### src/core/tkm_pkg.sv
// Functional notes
// - Shared counter high byte, read-only, resets zero
// - Module counter readable as low/high bytes
// - Ten-bit reference capacitor code split low/high
// - High capacitor register upper six bits read zero
// - Key select bits pick one of four keys
// - Bit five of control0 enables multi-frequency
// - Bit four of control0 enables filter
// - Hopping source chooses software or hardware code
// - Software code selects eight oscillator frequencies
// - Slot clock: reference oscillator or system/4
// - Control1 bit five enables reference oscillator
// - Control1 bit four enables key oscillators
// - Control1 bits three-zero choose touch or I/O
// - Start rising edge switches counters and oscillators on
// - Slot overflow sets flag, stops oscillators, counters
package tkm_pkg;
    localparam logic [2:0] TKM_ADDR_SHARED_HIGH = 3'h0;
    localparam logic [2:0] TKM_ADDR_COUNT_LOW = 3'h1;
    localparam logic [2:0] TKM_ADDR_COUNT_HIGH = 3'h2;
    localparam logic [2:0] TKM_ADDR_CAP_LOW = 3'h3;
    localparam logic [2:0] TKM_ADDR_CAP_HIGH = 3'h4;
    localparam logic [2:0] TKM_ADDR_CTRL_FIRST = 3'h5;
    localparam logic [2:0] TKM_ADDR_CTRL_SECOND = 3'h6;
    localparam logic [2:0] TKM_ADDR_START_CTRL = 3'h7;
    localparam int TKM_SEL_POS = 6;
    localparam int TKM_MFREQ_POS = 5;
    localparam int TKM_FILT_POS = 4;
    localparam int TKM_HOP_POS = 3;
    localparam int TKM_SLOTCLK_POS = 7;
    localparam int TKM_REFEN_POS = 5;
    localparam int TKM_KEYEN_POS = 4;
    localparam int TKM_START_POS = 0;
    localparam int TKM_SHSEL_POS = 1;
    localparam int TKM_OVF_POS = 2;
    localparam logic [7:0] TKM_REG_RESET = 8'h00;
    localparam logic [1:0] TKM_CAP_HIGH_RESET = 2'h0;
    localparam logic [15:0] TKM_COUNT_RESET = 16'h0000;
    localparam logic [4:0] TKM_SLOT_RESET = 5'h00;
    localparam logic [4:0] TKM_SLOT_LAST = 5'h1f;
    localparam logic [1:0] TKM_DIV_LAST = 2'h3;
    localparam logic [7:0] TKM_UNUSED_BYTE = 8'h00;
    typedef enum {TKM_IDLE, TKM_RUN, TKM_DONE} tkm_state_type;
endpackage

### src/core/tkm_module.sv
module tkm_module
    import tkm_pkg::*;
(
    input wire logic clk_i,
    input wire logic sys_rst_i,
    input wire logic [2:0] addr_i,
    input wire logic [7:0] wdata_i,
    input wire logic wr_i,
    input wire logic rd_i,
    output logic [7:0] rdata_o,
    input wire logic [3:0] key_osc_i,
    input wire logic ref_osc_i,
    input wire logic slot0_overflow_i,
    input wire logic [2:0] hw_freq_code_i,
    output logic [1:0] key_select_o,
    output logic multi_freq_enable_o,
    output logic filter_enable_o,
    output logic [2:0] osc_freq_code_o,
    output logic ref_osc_run_o,
    output logic key_osc_run_o,
    output logic [3:0] pin_touch_o,
    output logic [9:0] ref_cap_code_o,
    output logic slot_overflow_flag_o,
    output logic counting_o
);
    typedef struct packed {
        tkm_state_type state;
        logic [7:0] ctrl_first;
        logic [7:0] ctrl_second;
        logic [7:0] cap_low;
        logic [1:0] cap_high;
        logic sense_start;
        logic shared_slot_select;
        logic slot_overflow_flag;
        logic [15:0] shared_count;
        logic [15:0] module_count;
        logic [4:0] slot_count;
        logic [1:0] div_count;
        logic ref_prev;
        logic [3:0] key_prev;
        logic [7:0] rdata;
        logic [2:0] freq_code;
        logic ref_run;
        logic key_run;
        logic counting;
    } tkm_st_type;

    tkm_st_type st_reg;
    tkm_st_type st_next;

    logic running;
    logic div_tick;
    logic ref_tick;
    logic slot_tick;
    logic own_ovf;
    logic overflow;
    logic key_edge;
    logic [3:0] key_edges;

    always_comb
    begin
        st_next = st_reg;
        running = (st_reg.state == TKM_RUN);
        div_tick = (st_reg.div_count == TKM_DIV_LAST);
        ref_tick = ref_osc_i & ~st_reg.ref_prev;
        key_edges = key_osc_i & ~st_reg.key_prev;
        key_edge = key_edges[st_reg.ctrl_first[TKM_SEL_POS +: 2]];
        slot_tick = st_reg.ctrl_second[TKM_SLOTCLK_POS] ? div_tick : ref_tick;
        own_ovf = running && slot_tick && (st_reg.slot_count == TKM_SLOT_LAST);
        overflow = running && (st_reg.shared_slot_select ? slot0_overflow_i : own_ovf);
        st_next.ref_prev = ref_osc_i;
        st_next.key_prev = key_osc_i;
        st_next.div_count = st_reg.div_count + 2'd1;
        st_next.rdata = TKM_UNUSED_BYTE;
        if (rd_i)
        begin
            unique case (addr_i)
                TKM_ADDR_SHARED_HIGH: st_next.rdata = st_reg.shared_count[15:8];
                TKM_ADDR_COUNT_LOW: st_next.rdata = st_reg.module_count[7:0];
                TKM_ADDR_COUNT_HIGH: st_next.rdata = st_reg.module_count[15:8];
                TKM_ADDR_CAP_LOW: st_next.rdata = st_reg.cap_low;
                TKM_ADDR_CAP_HIGH: st_next.rdata = {6'h00, st_reg.cap_high};
                TKM_ADDR_CTRL_FIRST: st_next.rdata = st_reg.ctrl_first;
                TKM_ADDR_CTRL_SECOND: st_next.rdata = {st_reg.ctrl_second[7], 1'b0,
                    st_reg.ctrl_second[5:0]};
                TKM_ADDR_START_CTRL: st_next.rdata = {5'h00, st_reg.slot_overflow_flag,
                    st_reg.shared_slot_select, st_reg.sense_start};
            endcase
        end
        if (wr_i)
        begin
            unique case (addr_i)
                TKM_ADDR_CAP_LOW: st_next.cap_low = wdata_i;
                TKM_ADDR_CAP_HIGH: st_next.cap_high = wdata_i[1:0];
                TKM_ADDR_CTRL_FIRST: st_next.ctrl_first = wdata_i;
                TKM_ADDR_CTRL_SECOND: st_next.ctrl_second = {wdata_i[7], 1'b0, wdata_i[5:0]};
                TKM_ADDR_START_CTRL:
                begin
                    st_next.sense_start = wdata_i[TKM_START_POS];
                    st_next.shared_slot_select = wdata_i[TKM_SHSEL_POS];
                    if (!wdata_i[TKM_OVF_POS])
                    begin
                        st_next.slot_overflow_flag = 1'b0;
                    end
                end
                default:
                begin
                end
            endcase
        end
        // Sequencer
        unique case (st_reg.state)
            TKM_IDLE:
            begin
                if (st_next.sense_start && !st_reg.sense_start)
                begin
                    st_next.state = TKM_RUN;
                    st_next.shared_count = TKM_COUNT_RESET;
                    st_next.module_count = TKM_COUNT_RESET;
                    st_next.slot_count = TKM_SLOT_RESET;
                end
            end
            TKM_RUN:
            begin
                st_next.shared_count = st_reg.shared_count + 16'd1;
                if (key_edge && st_reg.ctrl_second[TKM_KEYEN_POS])
                begin
                    st_next.module_count = st_reg.module_count + 16'd1;
                end
                if (slot_tick)
                begin
                    st_next.slot_count = st_reg.slot_count + 5'd1;
                end
                if (overflow)
                begin
                    st_next.state = TKM_DONE;
                    st_next.slot_overflow_flag = 1'b1;
                end
            end
            TKM_DONE:
            begin
                if (!st_next.sense_start)
                begin
                    st_next.state = TKM_IDLE;
                end
            end
        endcase
        if (!st_next.sense_start)
        begin
            st_next.state = TKM_IDLE;
            st_next.shared_count = TKM_COUNT_RESET;
            st_next.module_count = TKM_COUNT_RESET;
            st_next.slot_count = TKM_SLOT_RESET;
        end
        // Hardware hopping copies hw_freq_code_i on every clock
        if (st_reg.ctrl_first[TKM_HOP_POS])
        begin
            st_next.freq_code = hw_freq_code_i;
        end
        else
        begin
            st_next.freq_code = st_reg.ctrl_first[2:0];
        end
        st_next.ref_run = (st_next.state == TKM_RUN) && st_reg.ctrl_second[TKM_REFEN_POS];
        st_next.key_run = (st_next.state == TKM_RUN) && st_reg.ctrl_second[TKM_KEYEN_POS];
        st_next.counting = (st_next.state == TKM_RUN);
    end

    always_ff @(posedge clk_i)
    begin
        if (sys_rst_i)
        begin
            st_reg <= '{state: TKM_IDLE, ctrl_first: TKM_REG_RESET,
                ctrl_second: TKM_REG_RESET, cap_low: TKM_REG_RESET,
                cap_high: TKM_CAP_HIGH_RESET, sense_start: 1'b0,
                shared_slot_select: 1'b0, slot_overflow_flag: 1'b0,
                shared_count: TKM_COUNT_RESET, module_count: TKM_COUNT_RESET,
                slot_count: TKM_SLOT_RESET, div_count: 2'h0, ref_prev: 1'b0,
                key_prev: 4'h0, rdata: TKM_REG_RESET, freq_code: 3'h0,
                ref_run: 1'b0, key_run: 1'b0, counting: 1'b0};
        end
        else
        begin
            st_reg <= st_next;
        end
    end

    assign rdata_o = st_reg.rdata;
    assign key_select_o = st_reg.ctrl_first[TKM_SEL_POS +: 2];
    assign multi_freq_enable_o = st_reg.ctrl_first[TKM_MFREQ_POS];
    assign filter_enable_o = st_reg.ctrl_first[TKM_FILT_POS];
    assign osc_freq_code_o = st_reg.freq_code;
    assign ref_osc_run_o = st_reg.ref_run;
    assign key_osc_run_o = st_reg.key_run;
    assign pin_touch_o = st_reg.ctrl_second[3:0];
    assign ref_cap_code_o = {st_reg.cap_high, st_reg.cap_low};
    assign slot_overflow_flag_o = st_reg.slot_overflow_flag;
    assign counting_o = st_reg.counting;
endmodule

### config.mk
export PLATFORM = sky130hd
export DESIGN_NAME = tkm_module
export DESIGN_NICKNAME = d
export VERILOG_FILES = /design/src/core/tkm_pkg.sv /design/src/core/tkm_module.sv
export SDC_FILE = /design/constraint.sdc
export NUM_CORES = 1
export LEC_CHECK = 0
export ABC_AREA = 0
export BUFFER_PORTS_ARGS = -buffer_cell sky130_fd_sc_hd__buf_2
export CORE_ASPECT_RATIO = 1.4
export CORE_UTILIZATION = 45
export DETAILED_ROUTE_END_ITERATION = 8
export PLACE_DENSITY = 0.62
export SYNTH_ARGS = -nofsm -noshare
export SYNTH_HDL_FRONTEND = slang
export SYNTH_SLANG_ARGS = --single-unit
### constraint.sdc
create_clock -name clk_i -period 2.6 [get_ports clk_i]
set_input_delay 0.39 -clock clk_i [delete_from_list [all_inputs] [get_ports clk_i]]
set_output_delay 0.39 -clock clk_i [all_outputs]
set_load 0.03 [all_outputs]
Word-level counts from Yosys, hierarchy flattened
Cells that the tools add are included.

$lt $le $gt $ge: 1. Bitwise logic cells: 6. Eq/ne operators: 16. Add/subtract/negate cells: 4. Reductions and logical operators: 21. Multiplexer cells: 19.

Operators by type and width (count): 32-bit by 2-bit equality test with 1-bit output, second input constant (3); 32-bit 2-to-1 mux (3); 32-bit one-hot mux with 3 select lines (1); 37-bit one-hot mux with 2 select lines (1); 8-bit one-hot mux with 8 select lines (1); 37-bit 2-to-1 mux (1); 16-bit by 1-bit adder with 16-bit output, second input constant (2); 32-bit by 1-bit equality test with 1-bit output, second input constant (1); 32-bit zero test (1); 16-bit 2-to-1 mux (1); 3-bit equality test, second input constant (4); 2-bit AND reduction (6); 3-bit 2-to-1 mux (3); 1-bit logical AND (7); 3-bit by 2-bit equality test with 1-bit output, second input constant (2); 1-bit 2-to-1 mux (6); 2-bit != test, second input constant (3); 3-bit AND reduction (2); 5-bit by 1-bit adder with 5-bit output, second input constant (1); 5-bit equality test, second input constant (1); 5-bit 2-to-1 mux (1); 4-bit bitwise AND (1); 4-bit NOT (1); 2-bit OR reduction (2); 10 further kinds (12).

Bits of input ports: 24. Flip-flop bits (word level): 118.

Longest topological paths before layout
Gate-level depths: netlist (run 1).

Depth after elaboration: 12. Mapped depth: 10. Depth with buffers taken out: 8.

Worst setup path after synthesis (run 1)
OpenSTA, ideal clock, no wires.

Path type: input -> register. Start point: in addr_i[0]. End point: reg st_reg[36] in the netlist's numbering. Stages on the path: 10. Slack: 538 ps. Arrival: 1936 ps. Path buffers: 4. Path through: buf_2 nand4_1 mux2i_1 or2_1 buf_2 clkinv_1 o21ai_1 buf_2 buf_2 a21oi_1.

Word-level cells in the longest chain between the ends: 6.

Ends and longest elaborated chain: start: declaration (line tkm_module.sv:6) `input wire logic [2:0] addr_i,`; 3-bit equality test (*) (line tkm_module.sv:92) `unique case (addr_i)`; 3-bit 2-to-1 mux (*) (line tkm_module.sv:92); 3-bit 2-to-1 mux (*) (line tkm_module.sv:90) `if (wr_i)`; 1-bit logical AND (line tkm_module.sv:115) `if (st_next.sense_start && !st_reg.sense_start)`; 2-bit != test (no line); 3-bit AND reduction (no line); end signal: assignment (line tkm_module.sv:173) `st_reg <= '{state: TKM_IDLE, ctrl_first: TKM_REG_RESET,`; end signal: assignment (line tkm_module.sv:184) `st_reg <= st_next;`; end: declaration (line tkm_module.sv:48) `tkm_st_type st_reg;`.

Every way passes the cells marked *; elsewhere a longest branch is shown, timed or not. A chain may end at the register's enable or synchronous reset.

Final worst setup path (run 1)
Start point: reg st_reg[96] in the netlist's numbering. End point: reg st_reg, in the netlist ref_osc_run_o.

Word-level cells in the longest chain between the ends: 10.

Ends and longest elaborated chain: 32-bit by 2-bit equality test with 1-bit output (line tkm_module.sv:63) `running = (st_reg.state == TKM_RUN);`; 1-bit logical AND (2 in a row) (line tkm_module.sv:69) `own_ovf = running && slot_tick && (st_reg.slot_count == TKM_SLOT_LAST);`; 1-bit 2-to-1 mux (line tkm_module.sv:70) `overflow = running && (st_reg.shared_slot_select ? slot0_overflow_i : own_ovf);`; 1-bit logical AND (line tkm_module.sv:70); 32-bit 2-to-1 mux (line tkm_module.sv:134) `if (overflow)`; 32-bit one-hot mux with 3 select lines (*) (line tkm_module.sv:112) `unique case (st_reg.state)`; 32-bit 2-to-1 mux (*) (line tkm_module.sv:148) `if (!st_next.sense_start)`; 32-bit by 2-bit equality test with 1-bit output (*) (line tkm_module.sv:164) `st_next.ref_run = (st_next.state == TKM_RUN) && st_reg.ctrl_second[TKM_REFEN_POS];`; 1-bit logical AND (*) (line tkm_module.sv:164).

Marks and branches as above.

==> results of run 1 <==
final cells by class:
| class | instances | area (µm²) | area share |
|---|---|---|---|
| clock buffers | 19 | 443 | 0.0722 |
| clock inverters | 13 | 124 | 0.0202 |
| inverters | 14 | 52.6 | 0.00856 |
| multi-input cells | 411 | 2570 | 0.419 |
| flip-flops and latches | 118 | 2360 | 0.385 |
| well taps | 144 | 180 | 0.0294 |
| repair buffers | 71 | 405 | 0.0661 |
per-layer routing:
layer,track usage,up-vias
li1,-,2231
met1,0.253,2163
met2,0.407,129
met3,0.0554,23
met4,0.102,0
met5,0,-
per-stage QoR:
step	TNS [ns]	cell area, µm²	cells	power (mW)
detailed placement	-3.21	5550	757	2.06
global route	-0.319	6140	790	4.38
CTS	0	6120	789	4.28
floorplan	0	5300	602	2.00
finish	0	6140	790	4.24
global placement	0	5550	757	2.06
layout by cell type, fill, tap and decap left out, types with 3 or more instances in the layout:
| cell type | instances |
|---|---|
| nor2b_1 | 20 |
| inv_6 | 4 |
| nand4_1 | 13 |
| and4_1 | 7 |
| and3b_1 | 3 |
| buf_2 | 56 |
| a311oi_1 | 4 |
| and2_1 | 31 |
| buf_4 | 14 |
| or3_1 | 9 |
| nand2_1 | 53 |
| clkinvlp_4 | 3 |
| ha_1 | 5 |
| nor2_1 | 41 |
| a22oi_1 | 4 |
| clkinv_4 | 3 |
| nor4_1 | 13 |
| dfxtp_1 | 118 |
| or4_1 | 24 |
| a211oi_1 | 3 |
| o21a_1 | 3 |
| mux2i_1 | 20 |
| clkbuf_16 | 17 |
| nand2b_1 | 4 |
| o31ai_1 | 22 |
| o21ai_0 | 11 |
| a21oi_1 | 57 |
| inv_1 | 13 |
| and3_1 | 7 |
| nor3_1 | 7 |
| nand3_1 | 18 |
cells by family (layout without fill, tap and decap cells):
family / Yosys count / count (layout)
muxes: 24 / 24
adders and majority gates: 5 / 5
and+or+nand+nor: 258 / 258
AOI/OAI and AO/OA: 121 / 122
DFF: 118 / 118
buffers and inverters: 74 / 117
xor gates and xnor gates: 2 / 2
worst paths after layout:
path,start,to,slack [ns],depth (start not counted)
hold reg to reg,st_reg[19]$_SDFF_PP0_,st_reg[19]$_SDFF_PP0_,0.44,1
hold / removal,key_osc_i[3],st_reg[17]$_SDFF_PP0_,0.20,2
setup reg to reg,st_reg[96]$_SDFF_PP0_,ref_osc_run_o$_SDFF_PP0_,0.15,7
setup / recovery,st_reg[96]$_SDFF_PP0_,ref_osc_run_o$_SDFF_PP0_,0.15,7
what timing repair did:
action | in CTS | in global routing
gates resized for setup | 1 | 0
hold buffers | 0 | 0
gates cloned | 0 | 1
setup endpoints to repair | 30 | 30
pin swaps | 0 | 1
power groups by stage:
stage                     Sequential, mW  Clock (mW)  Combinational (mW)
after global routing                1.84        2.33               0.198
after CTS                           1.84        2.25               0.181
after detailed placement            1.88           0               0.179
final                               1.84        2.21               0.182
after global placement              1.88           0               0.177
after floorplan                     1.88           0               0.128
==> flow_metrics.tcl, run 1 <==
set metrics [dict create \
    status "finished clean" \
    slowest_stage "nor3_1" \
    critPathMaxStageDelay_ns 0.65 \
    largest_register_ffs 85 \
    ioPinCount 57 \
    critPathTopFamily "simple AND/OR/NAND/NOR gates" \
    antenna_found_initial 0 \
    critPathMaxFanout 5 \
    antenna_cells 0 \
    power_switching_mw 0.996 \
    drc 0 \
    maxCapViolCount 0 \
    setup_viol_count_final 0 \
    insertion_delay_ns 0.41 \
    track_usage 0.228 \
    powerDensity_nw_per_um2 691 \
    syn_area_um2 5300 \
    syn_nets 631 \
    synth_common_cells "dfxtp_1, a21oi_1, nand2_1" \
    grt_pass1_vias 4299 \
    clock_path_buffers 2 \
    fin_util 0.538 \
    first_iter_violations 206 \
    fmax_ghz 0.408 \
    hpwl_um 9520 \
    cts_made_buffers 17 \
    top_layer "met4" \
    placementRows 46 \
    cts_setup_buffers 0 \
    initial_core_util 0.465 \
    holdWs_ns 0.197 \
    yosys.area_share.simple 0.272 \
    place_ws_ns -0.134 \
    drive_gt1_frac 0.175 \
    p_int_mw 3.24 \
    clkTransAtPathRegs_ns 0.06 \
    synth_edf_count 0 \
    wl_met1_um 5490 \
    wirelength_um 13200 \
    ant_nets 0 \
    synth_warnings 0 \
    area_growth_pct 15.9 \
    synth-async-reset-ratio 0 \
    synth_top_family_by_area "simple AND/OR/NAND/NOR gates" \
    synth.distinct_cells 55 \
    hold_class "in2reg" \
    cts_root_buf "clkbuf_16" \
    synth_fa_ha_area_frac 0.0118 \
    grt_pass1_wl_um 21200 \
    setup_ws_ns 0.150 \
    routedWlPerCell_um 16.8 \
    fin_worst_skew_ns 0.00651 \
    finalHoldViolCount 0 \
    rsz0062_at_grt "yes" \
    die_area_um2 12200 \
    power_frac_clock 0.522 \
    relSlewSlack 0.504 \
    place_congestion 0.865 \
    grt_overflow 0 \
    worstSetupPathType "reg2reg" \
    die_y_um 130 \
    post_synth.cell_area_avg_um2 8.80 \
    drv_slew 0 \
    synth_compound_area_frac 0.142 \
    combPwrFrac 0.043 \
    yosysMostFrequentCell "dfxtp_1" \
    io_buffers 56 \
    synth-seq-cells 118 \
    cp_cell_sequence "nor4_1, nand4_1, nor3_1, buf_4, nor4_1, buf_4, and3b_1" \
    vias 4546 \
    synthXorXnorAreaFrac 0.00331 \
    vdd_drop_max_uv 347 \
    p_seq_frac 0.435 \
    swShare 0.235 \
    setup.worst_path.start_class "flop" \
    end_kind "flop" \
    tightest_slew_ns 0.743 \
    critPathRequiredTime_ns 2.90 \
    synth_area_leaders "dfxtp_1, a21oi_1, buf_4" \
    nFillCells 1064 \
    cts_tree "yes" \
    core_area_um2 11400 \
    worstPathArrival_ns 2.75 \
    die_width_um 93.7 \
    synthMuxAreaShare 0.0506 \
    path_buf_inv 2 \
    ys_seq_area_frac 0.446 \
    grt_start_max_net_pins 39 \
    final_nets 662 \
    finalCritPeriodShare 0.942 \
    wl_met2_um 6810 \
    cts.sinks 118 \
    power.leakage_nw 2.35 \
    wl_met3_um 602 \
    yosys.area.top_type "dfxtp_1" \
    finalCriticalPeriod_ns 2.45 \
    synth_top_area_frac 0.446 \
    h-tree-depth 4 \
    viasPerCell 5.75 \
    syn_inst 602 \
    synth_top_flop_cell "dfxtp_1" \
    dr.pass1.iters 6 \
]
Power figures use the tool's default switching activity.
==> run 2, diff against run 1 <==
Settings changed: RECOVER_POWER set to 50.
==> flow_metrics.tcl, run 2 (same netlist as run 1, synthesis figures left out) <==
set metrics [dict create \
    tns_ns 0 \
    clkTransAtPathRegs_ns 0.06 \
    die_y_um 130 \
    cts_setup_buffers 0 \
    ff2ff_setup_slack_ns 0.16 \
    place_congestion 0.865 \
    rsz0062_at_grt "yes" \
    die_area_um2 12200 \
    grt_pass1_wl_um 21200 \
    critPathMaxFanout 5 \
    fin_util 0.534 \
    ant_nets 0 \
    core_area_um2 11400 \
    cts_root_buf "clkbuf_16" \
    powerDensity_nw_per_um2 696 \
    cp_cell_sequence "nor4_1, nand4_1, nor3_1, buf_4, nor4_1, buf_4, and3b_1" \
    mostFrequentLayoutCell "dfxtp_1" \
    antenna_cells 0 \
    slowest_stage "nor3_1" \
    final_nets 662 \
    antenna_found_initial 0 \
    holdWs_ns 0.196 \
    tightest_slew_ns 1.63 \
    multiInputGateArea_um2 2570 \
    largest_register_ffs 85 \
    place_inst 757 \
    area_growth_pct 15.0 \
    drc 0 \
    maxCapViolCount 1 \
    place_ws_ns -0.134 \
    drv_slew 39 \
    routedWlPerCell_um 16.9 \
    status "finished, violations left" \
    viasPerCell 5.75 \
    clock_path_buffers 2 \
    power.leakage_nw 2.20 \
    io_buffers 56 \
    fin_cells 790 \
    cts_tree "yes" \
    first_iter_violations 225 \
    die_width_um 93.7 \
    dr.pass1.iters 5 \
    wirelength_um 13300 \
    nFillCells 1077 \
    setup_viol_count_final 0 \
    setup_ws_ns 0.157 \
    track_usage 0.228 \
    fmax_ghz 0.409 \
    hold_class "in2reg" \
    fin_area_um2 6090 \
    finalCritPeriodShare 0.940 \
    ioPinCount 57 \
    grt_pass1_vias 4299 \
    setup.worst_path.start_class "flop" \
    initial_core_util 0.465 \
    vdd_drop_max_uv 347 \
    worstPathArrival_ns 2.75 \
    vias 4544 \
    postPlaceCellArea_um2 5550 \
    p_total_mw 4.24 \
    critPathMaxStageDelay_ns 0.65 \
    fin_worst_skew_ns 0.00664 \
    critPathRequiredTime_ns 2.91 \
    insertion_delay_ns 0.41 \
    finalHoldViolCount 0 \
    finalCriticalPeriod_ns 2.44 \
    grt_overflow 0 \
    relSlewSlack -0.0854 \
    final_cell_mix "dfxtp_1, a21oi_1, nand2_1" \
    seq_area_um2 2360 \
    drive_gt1_frac 0.121 \
    violations "max-capacitance violations, max-slew violations" \
    cts_made_buffers 17 \
    hpwl_um 9520 \
    grt_start_max_net_pins 39 \
    end_kind "flop" \
    placementRows 46 \
    cts.sinks 118 \
    h-tree-depth 4 \
    worstSetupPathType "reg2reg" \
]
run 2: worst paths after layout:
kind	startpoint	end	cells past startpoint
setup reg to reg	st_reg[96]$_SDFF_PP0_	ref_osc_run_o$_SDFF_PP0_	7
hold / removal	key_osc_i[3]	st_reg[17]$_SDFF_PP0_	2
hold reg to reg	st_reg[19]$_SDFF_PP0_	st_reg[19]$_SDFF_PP0_	1
setup / recovery	st_reg[96]$_SDFF_PP0_	ref_osc_run_o$_SDFF_PP0_	7
run 2: worst max-delay path, delay by kind of cell, from the launching register on:
kind	cells	cell delay (ns)
buffers and inverters	2	0.40
DFF	1	0.32
and+or+nand+nor	5	1.61
run 2: final cells by class:
type,count,share of cell area
Inverter,14,0.00863
Clock buffer,19,0.0727
Sequential cell,118,0.388
Multi-Input combinational cell,411,0.422
Clock inverter,13,0.0203
Tap cell,144,0.0296
Timing Repair Buffer,71,0.0590
run 2: where the power goes:
group          leakage (nW)  internal (mW)  switching (mW)
clock                 0.271           1.35           0.870
combinational         0.974         0.0601           0.119
sequential            0.954           1.83          0.0135
total                  2.20           3.24            1.00
run 2: layer usage:
metal  routed length (µm)  global-route usage  up-vias
li1                     -                   -     2231
met5                    0                   0        -
met3                  527              0.0554       26
met2                 6860               0.407      121
met1                 5670               0.253     2166
met4                  288               0.102        0
run 2: timing repair:
action / CTS / global route
endpoints found under the setup margin: 30 / 30
cloned: 0 / 1
hold buffers: 0 / 0
pin swaps: 0 / 1
gates resized for setup: 1 / 0
